## src/core/elj_pkg.sv

```systemverilog
// constants and register map of the effect loop/jump sequencer
// assumes a single 25 MHz clock and an Avalon-MM register master
//
// Overview of operation
// whole effect loops, continuous capped 64000, or counted
// earlier target: reaching source jumps back, span repeats
// loop repeats forever or count; then run past
// later target: reaching source skips forward, no loop
// three independent jumps, each loop or skip
// inner loop completes all repeats per outer pass
// contained loop counter reloads when outer jumps back
// overlapping loop counters keep exhausted state
// reverse running swaps every jump source and target
// each step compare time, decrement count, load target
package elj_pkg;
  localparam int TW = 16;
  localparam int NJ = 3;
  localparam logic [15:0] PASS_MAX = 16'hFA00;
  localparam logic [7:0] A_CTRL = 8'h00;
  localparam logic [7:0] A_END = 8'h04;
  localparam logic [7:0] A_WCNT = 8'h08;
  localparam logic [7:0] A_TIME = 8'h0C;
  localparam logic [7:0] A_STAT = 8'h10;
  localparam logic [7:0] A_JBASE = 8'h20;
  localparam logic [1:0] J_FROM = 2'h0;
  localparam logic [1:0] J_TO = 2'h1;
  localparam logic [1:0] J_CFG = 2'h2;
  localparam logic [1:0] J_REM = 2'h3;
  localparam int C_RUN = 0;
  localparam int C_REV = 1;
  localparam int C_WLOOP = 2;
  localparam int C_WCONT = 3;
  localparam int C_START = 4;
  localparam int G_EN = 16;
  localparam int G_CONT = 17;
  localparam logic [3:0] CTRL_RST = 4'h0;
  localparam logic [15:0] TIME_RST = 16'h0000;
endpackage

```

## src/core/elj_seq.sv

```systemverilog
// effect timeline sequencer with three programmable jumps/loops
// assumes i_step is an asynchronous timeline tick pin; registers over Avalon-MM
//
// Local design decisions: the register addresses and the Avalon-MM slave port.
`timescale 1ns/1ps
module elj_seq (
  input wire logic i_clk,
  input wire logic i_rst_n,
  input wire logic i_step,
  input wire logic [7:0] i_address,
  input wire logic i_read,
  input wire logic i_write,
  input wire logic [31:0] i_writedata,
  output logic [31:0] o_readdata,
  output logic o_waitrequest,
  output logic [15:0] o_time,
  output logic o_done
);
  logic [3:0] ctrl_q;
  logic [15:0] end_q, wcnt_q, pass_q, time_q;
  logic [15:0] from_q [elj_pkg::NJ];
  logic [15:0] to_q [elj_pkg::NJ];
  logic [15:0] rep_q [elj_pkg::NJ];
  logic [15:0] rem_q [elj_pkg::NJ];
  logic [elj_pkg::NJ-1:0] jen_q, jcont_q;
  logic done_q, wait_q, stp_m_q, stp_s_q, stp_d_q;
  logic [31:0] rd_d;
  logic wr_go, start, step_go, hit, lp, at_end, whole_ok;
  logic [1:0] hj;
  logic [15:0] tgt, start_t;
  logic rev;

  assign rev = ctrl_q[elj_pkg::C_REV];

  // source and target exchange roles when running in reverse
  function automatic logic [15:0] src(input int j);
    return rev ? to_q[j] : from_q[j];
  endfunction
  function automatic logic [15:0] dst(input int j);
    return rev ? from_q[j] : to_q[j];
  endfunction
  function automatic logic is_loop(input int j);
    return rev ? (dst(j) > src(j)) : (dst(j) < src(j));
  endfunction
  function automatic logic [15:0] lo(input int j);
    return (from_q[j] < to_q[j]) ? from_q[j] : to_q[j];
  endfunction
  function automatic logic [15:0] hi(input int j);
    return (from_q[j] < to_q[j]) ? to_q[j] : from_q[j];
  endfunction
  // j lies wholly inside k; staggered spans are not contained
  function automatic logic inside_of(input int j, input int k);
    return (j != k) && (lo(j) >= lo(k)) && (hi(j) <= hi(k));
  endfunction

  // step pin synchroniser; only the second stage feeds the edge detect
  always_ff @(posedge i_clk) begin
    if (!i_rst_n) begin
      stp_m_q <= 1'b0;
      stp_s_q <= 1'b0;
      stp_d_q <= 1'b0;
    end else begin
      stp_m_q <= i_step;
      stp_s_q <= stp_m_q;
      stp_d_q <= stp_s_q;
    end
  end

  assign wr_go = i_write && !wait_q;
  assign start = wr_go && (i_address == elj_pkg::A_CTRL) && i_writedata[elj_pkg::C_START];
  assign step_go = stp_s_q && !stp_d_q && ctrl_q[elj_pkg::C_RUN] && !done_q && !start;

  always_comb begin
    hit = 1'b0;
    hj = 2'h0;
    for (int j = elj_pkg::NJ - 1; j >= 0; j--) begin
      // lowest index wins when several sources coincide
      if (jen_q[j] && time_q == src(j) &&
          (!is_loop(j) || jcont_q[j] || rem_q[j] != 16'h0000)) begin
        hit = 1'b1; // see R5
        hj = j[1:0];
      end
    end
    // kept in the process: a continuous assign misses changes read inside functions
    tgt = dst(int'(hj));
    lp = is_loop(int'(hj));
  end
  assign start_t = rev ? end_q : 16'h0000;
  assign at_end = time_q == (rev ? 16'h0000 : end_q);
  assign whole_ok = ctrl_q[elj_pkg::C_WLOOP] &&
                    (ctrl_q[elj_pkg::C_WCONT] ? (pass_q < elj_pkg::PASS_MAX) : (pass_q < wcnt_q));

  // timeline position, pass count and done
  always_ff @(posedge i_clk) begin
    if (!i_rst_n) begin
      time_q <= elj_pkg::TIME_RST;
      pass_q <= 16'h0000;
      done_q <= 1'b0;
    end else if (start) begin
      time_q <= i_writedata[elj_pkg::C_REV] ? end_q : 16'h0000;
      pass_q <= 16'h0000;
      done_q <= 1'b0;
    end else if (step_go) begin
      if (hit) begin
        time_q <= tgt; // see R2 see R4
      end else if (at_end) begin
        if (whole_ok) begin
          time_q <= start_t;
          pass_q <= pass_q + 16'h0001;
        end else begin
          done_q <= 1'b1;
        end
      end else begin
        time_q <= rev ? time_q - 16'h0001 : time_q + 16'h0001;
      end
    end
  end

  // repeat counters
  always_ff @(posedge i_clk) begin
    if (!i_rst_n) begin
      for (int j = 0; j < elj_pkg::NJ; j++) begin
        rem_q[j] <= 16'h0000;
      end
    end else begin
      for (int j = 0; j < elj_pkg::NJ; j++) begin
        if (start || (wr_go && i_address == elj_pkg::A_JBASE + 8'(j * 16) + 8'h08)) begin
          rem_q[j] <= (start ? rep_q[j] : i_writedata[15:0]);
        end else if (step_go && hit) begin
          if (j == int'(hj) && lp && !jcont_q[j]) begin
            rem_q[j] <= rem_q[j] - 16'h0001; // see R3
          end else if (inside_of(j, int'(hj)) && lp) begin
            // outer loop goes round again: inner loop runs fully anew
            rem_q[j] <= rep_q[j]; // see R6
          end
          // overlapping spans fall through untouched, or they never end

        end else if (step_go && at_end && whole_ok) begin
          rem_q[j] <= rep_q[j];
        end
      end
    end
  end

  // software-written settings
  always_ff @(posedge i_clk) begin
    if (!i_rst_n) begin
      ctrl_q <= elj_pkg::CTRL_RST;
      end_q <= 16'h0000;
      wcnt_q <= 16'h0000;
      jen_q <= '0;
      jcont_q <= '0;
      for (int j = 0; j < elj_pkg::NJ; j++) begin
        from_q[j] <= 16'h0000;
        to_q[j] <= 16'h0000;
        rep_q[j] <= 16'h0000;
      end
    end else if (wr_go) begin
      case (i_address)
        elj_pkg::A_CTRL: ctrl_q <= i_writedata[3:0];
        elj_pkg::A_END: end_q <= i_writedata[15:0];
        elj_pkg::A_WCNT: wcnt_q <= i_writedata[15:0];
        default: begin
          for (int j = 0; j < elj_pkg::NJ; j++) begin
            if (i_address[7:4] == 4'(j + 2) && i_address[1:0] == 2'h0) begin
              case (i_address[3:2])
                elj_pkg::J_FROM: from_q[j] <= i_writedata[15:0];
                elj_pkg::J_TO: to_q[j] <= i_writedata[15:0];
                elj_pkg::J_CFG: begin
                  rep_q[j] <= i_writedata[15:0];
                  jen_q[j] <= i_writedata[elj_pkg::G_EN];
                  jcont_q[j] <= i_writedata[elj_pkg::G_CONT];
                end
                default: ;
              endcase
            end
          end
        end
      endcase
    end
  end

  // read mux; unmapped offsets read zero
  always_comb begin
    rd_d = 32'h0000_0000;
    case (i_address)
      elj_pkg::A_CTRL: rd_d = {28'h0, ctrl_q};
      elj_pkg::A_END: rd_d = {16'h0, end_q};
      elj_pkg::A_WCNT: rd_d = {16'h0, wcnt_q};
      elj_pkg::A_TIME: rd_d = {16'h0, time_q};
      elj_pkg::A_STAT: rd_d = {pass_q, 15'h0, done_q};
      default: begin
        for (int j = 0; j < elj_pkg::NJ; j++) begin
          if (i_address[7:4] == 4'(j + 2) && i_address[1:0] == 2'h0) begin
            case (i_address[3:2])
              elj_pkg::J_FROM: rd_d = {16'h0, from_q[j]};
              elj_pkg::J_TO: rd_d = {16'h0, to_q[j]};
              elj_pkg::J_CFG: rd_d = {14'h0, jcont_q[j], jen_q[j], rep_q[j]};
              default: rd_d = {16'h0, rem_q[j]};
            endcase
          end
        end
      end
    endcase
  end

  // one wait cycle per access; data registered alongside the release
  always_ff @(posedge i_clk) begin
    if (!i_rst_n) begin
      wait_q <= 1'b1;
      o_readdata <= 32'h0000_0000;
    end else begin
      wait_q <= !((i_read || i_write) && wait_q);
      if (i_read && wait_q) begin
        o_readdata <= rd_d;
      end
    end
  end

  assign o_waitrequest = wait_q;
  assign o_time = time_q;
  assign o_done = done_q;
endmodule

```

## config.mk

```make
export PLATFORM = sky130hd
export DESIGN_NAME = elj_seq
export DESIGN_NICKNAME = d
export VERILOG_FILES = /design/src/core/elj_pkg.sv /design/src/core/elj_seq.sv
export SDC_FILE = /design/constraint.sdc
export NUM_CORES = 1
export LEC_CHECK = 0
export BUFFER_PORTS_ARGS = -buffer_cell sky130_fd_sc_hd__buf_2
export CAP_MARGIN = 40
export CORE_MARGIN = 2
export CORE_UTILIZATION = 40
export CTS_BUF_LIST = sky130_fd_sc_hd__clkbuf_8 sky130_fd_sc_hd__clkbuf_16
export DETAILED_ROUTE_END_ITERATION = 7
export GPL_ROUTABILITY_DRIVEN = 0
export SETUP_SLACK_MARGIN = 0.2
export SYNTH_ARGS = -nofsm -noshare
export SYNTH_HDL_FRONTEND = slang
export SYNTH_SLANG_ARGS = --single-unit
export TNS_END_PERCENT = 20
```

## constraint.sdc

```tcl
create_clock -name i_clk -period 33.6 [get_ports i_clk]
set_clock_uncertainty 0.2 [all_clocks]
set_input_delay 8.4 -clock i_clk [delete_from_list [all_inputs] [get_ports i_clk]]
set_output_delay 8.4 -clock i_clk [all_outputs]
set_load 0.02 [all_outputs]
```

==> impl_metrics.env <==
export IMPL_drc=0
export IMPL_layout_drive_gt1_share_pct=13.0
export IMPL_r2r_slack_ns=20.86
export IMPL_wirelength_um=99800
export IMPL_cts_resized=0
export IMPL_avgSynthCellArea_um2=9.11
export IMPL_synth_top_area_cell="edfxtp_1"
export IMPL_crit_path_cell_trace="buf_2 > buf_4 > nor2_1 > nand4_1 > buf_4 > nand2_1 > or4_1 > o31a_1 > nor3_1 > o21a_1 > o211a_2 > nor4bb_4 > buf_4 > o22ai_2 > a21oi_1 > o21ai_0"
export IMPL_vias_per_cell=6.34
export IMPL_worstSetupEndpointType="flip-flop"
export IMPL_rows=92
export IMPL_ant_nets=0
export IMPL_finalHoldViolCount=0
export IMPL_async_reset_ff_share_pct=0
export IMPL_dr_total_vias=23400
export IMPL_syn_inst=2804
export IMPL_grt_pass1_wl_um=145000
export IMPL_grt_pass1_vias=22000
export IMPL_grt_max_degree=170
export IMPL_grt_util_all_layers_pct=29.4
export IMPL_ir_drop_uv=42.5
export IMPL_io_buffers=80
export IMPL_fillers=6112
export IMPL_nets=3108
export IMPL_yosys_warnings=0
export IMPL_p_leak_nw=10.9
export IMPL_drtPass1Iterations=5
export IMPL_setup_viol=0
export IMPL_chipWidth_um=257
export IMPL_rsz0062_at_grt="no"
export IMPL_drv_cap=0
export IMPL_hold_slack_ns=0.250
export IMPL_clk_pin_slew_worst_paths_ns=0.06
export IMPL_synth_most_common_cell="nand2_1"
export IMPL_cts_buffers=31
export IMPL_crit_arrival_ns=13.75
export IMPL_required_ns=33.81
export IMPL_fmax_mhz=73.9
export IMPL_hold_class="flip-flop to flip-flop"
export IMPL_netlist_top_cells_area="edfxtp_1 (23%), ha_1 (12%), dfxtp_1 (8.7%)"
export IMPL_die_h_um=257
export IMPL_synth_nets=3099
export IMPL_cts_buffer_depth=3
export IMPL_antenna_found_initial=2
export IMPL_power_density_nw_per_um2=33.8
export IMPL_cts_tree="built"
export IMPL_maxSlewViolCount=0
export IMPL_path_common_cell="buf_4"
export IMPL_grt_remaining_overflow=0
export IMPL_synth_flop_cell="edfxtp_1"
export IMPL_root_buffer="clkbuf_16"
export IMPL_synth_area_um2=25500
export IMPL_status="finished clean"
export IMPL_yosysSeqAreaShare_pct=31.3
export IMPL_hpwl_um=77100
export IMPL_core_um2=63100
export IMPL_dp_slack_ns=19.68
export IMPL_hold_buffers=0
export IMPL_dieArea_um2=65900
export IMPL_area_delta_synth_final_pct=9.60
export IMPL_start_util_pct=40.5
export IMPL_htree_levels=1
export IMPL_start_kind="primary input"
export IMPL_yosysTopAreaCellShare_pct=22.6
export IMPL_synth_cell_types=86
export IMPL_post_cts_repair_setup_buffers=0
export IMPL_criticalPathCategory="primary input to flip-flop"
export IMPL_cp_slowest_cell="o22ai_2"
export IMPL_worst_pin_slew_ns=1.03
export IMPL_worstSkewPairLatency_ns=0.62
export IMPL_synth_seq_cells=303
export IMPL_seq_area_um2=7990
export IMPL_clock_sinks=303
export IMPL_multi_input_area_um2=16600
export IMPL_worst_path_largest_cell_delay_ns=0.74
export IMPL_crit_fanout=65
export IMPL_io_pins=95
export IMPL_finalWorstSetupSlack_ns=20.06
export IMPL_setup_tns_final_ns=0
export IMPL_drt_iter0_markers=2935
export IMPL_period_minus_slack_ns=13.54
export IMPL_slew_headroom_pct=30.9
export IMPL_synth_edf_count=192
export IMPL_wl_per_cell_um=27.1
export IMPL_yosys_top_cells_count="nand2_1 (311), ha_1 (249), o21ai_0 (215)"
export IMPL_finalCritPeriodShare_pct=40.3
[cell usage in the layout (no fill, tap or decap), drive strengths merged, types with 12 or more instances in the layout]
cell    Yosys  routed
a211oi     22      22
a221oi     13      13
edfxtp    192     192
and2       47      47
xnor2      82      82
nor2      192     192
clkinv      0      12
o21a       18      18
a21boi     57      57
o211ai     21      21
nand4      52      52
mux2i     153     153
xor2       34      34
a31oi      18      18
a21oi     144     144
buf        28     139
mux2       84      84
inv       105     111
clkbuf    135      37
a21o       53      53
and3       19      19
nor2b      29      29
or3        17      17
nor4       27      27
mux4       50      50
ha        249     249
nor3       53      53
nand3      63      63
dfxtp     111     111
a22oi      21      21
nand2     311     311
nand2b     32      32
o21ai     217     217
[final timing paths]
check	from	endpoint	depth (start not counted)
worst max-delay path	i_address[3]	rem_q[2][11]	16
worst max register to register	ctrl_q[1]	rem_q[2][11]	36
worst min-delay path	stp_m_q	stp_s_q	1
worst min register to register	stp_m_q	stp_s_q	1
[report_power, final]
group | internal, mW | switching, mW
logic | 0.0696 | 0.106
clock network | 0.192 | 0.156
registers | 0.405 | 0.0193
[final cells by class]
class / instances / area share (%)
Tap cell: 846 / 3.78
Clock buffer: 37 / 3.11
Antenna cell: 1 / 0.00894
Timing Repair Buffer: 139 / 3.38
Multi-Input combinational cell: 2233 / 59.2
Sequential cell: 303 / 28.5
Clock inverter: 21 / 0.523
Inverter: 105 / 1.41
[per-layer routing]
| layer | track usage [%] | routed length [um] |
|---|---|---|
| met4 | 20.0 | 8020 |
| met2 | 43.4 | 41700 |
| met3 | 5.27 | 10800 |
| met5 | 0 | 0 |
| met1 | 39.2 | 39300 |
[sequential cells by signal, indices dropped and copies added, names as in the netlist]
name / flops
wcnt_q: 16
ctrl_q: 4
stp_s_q: 1
jcont_q: 3
o_done: 1
rem_q: 48
stp_d_q: 1
stp_m_q: 1
o_waitrequest: 1
o_readdata: 32
end_q: 16
pass_q: 16
jen_q: 3
rep_q: 48
o_time: 16
to_q: 48
from_q: 48
[kinds of logic (layout without fill, tap and decap cells)]
family | after synthesis | in the layout | synth area share (%)
other | 0 | 1 | 0
muxes | 287 | 287 | 14.1
AOI/OAI and AO/OA | 684 | 684 | 17.2
buffers and inverters | 268 | 302 | 4.07
xor gates and xnor gates | 116 | 116 | 3.98
DFF | 303 | 303 | 31.3
adders and majority gates | 250 | 250 | 12.3
and+or+nand+nor | 896 | 896 | 17.1
[per-stage QoR]
stage                     cells  instance area, um^2  utilization, %  total power [mW]
after floorplan            2804                25500               -             0.536
after global placement     3612                26800            42.5             0.594
after detailed placement   3625                27000            42.8             0.601
after CTS                  3683                28000            44.4             0.944
after global routing       3684                28000            44.4             0.978
final                      3685                28000            44.4             0.947
[worst max-delay path: cells and delay by family]
kind / cells / cell delay, ns
buffers and inverters: 4 / 1.50
AOI/OAI and AO/OA: 6 / 2.15
and+or+nand+nor: 6 / 1.64
Note: power is estimated with default switching activity, not from simulation.
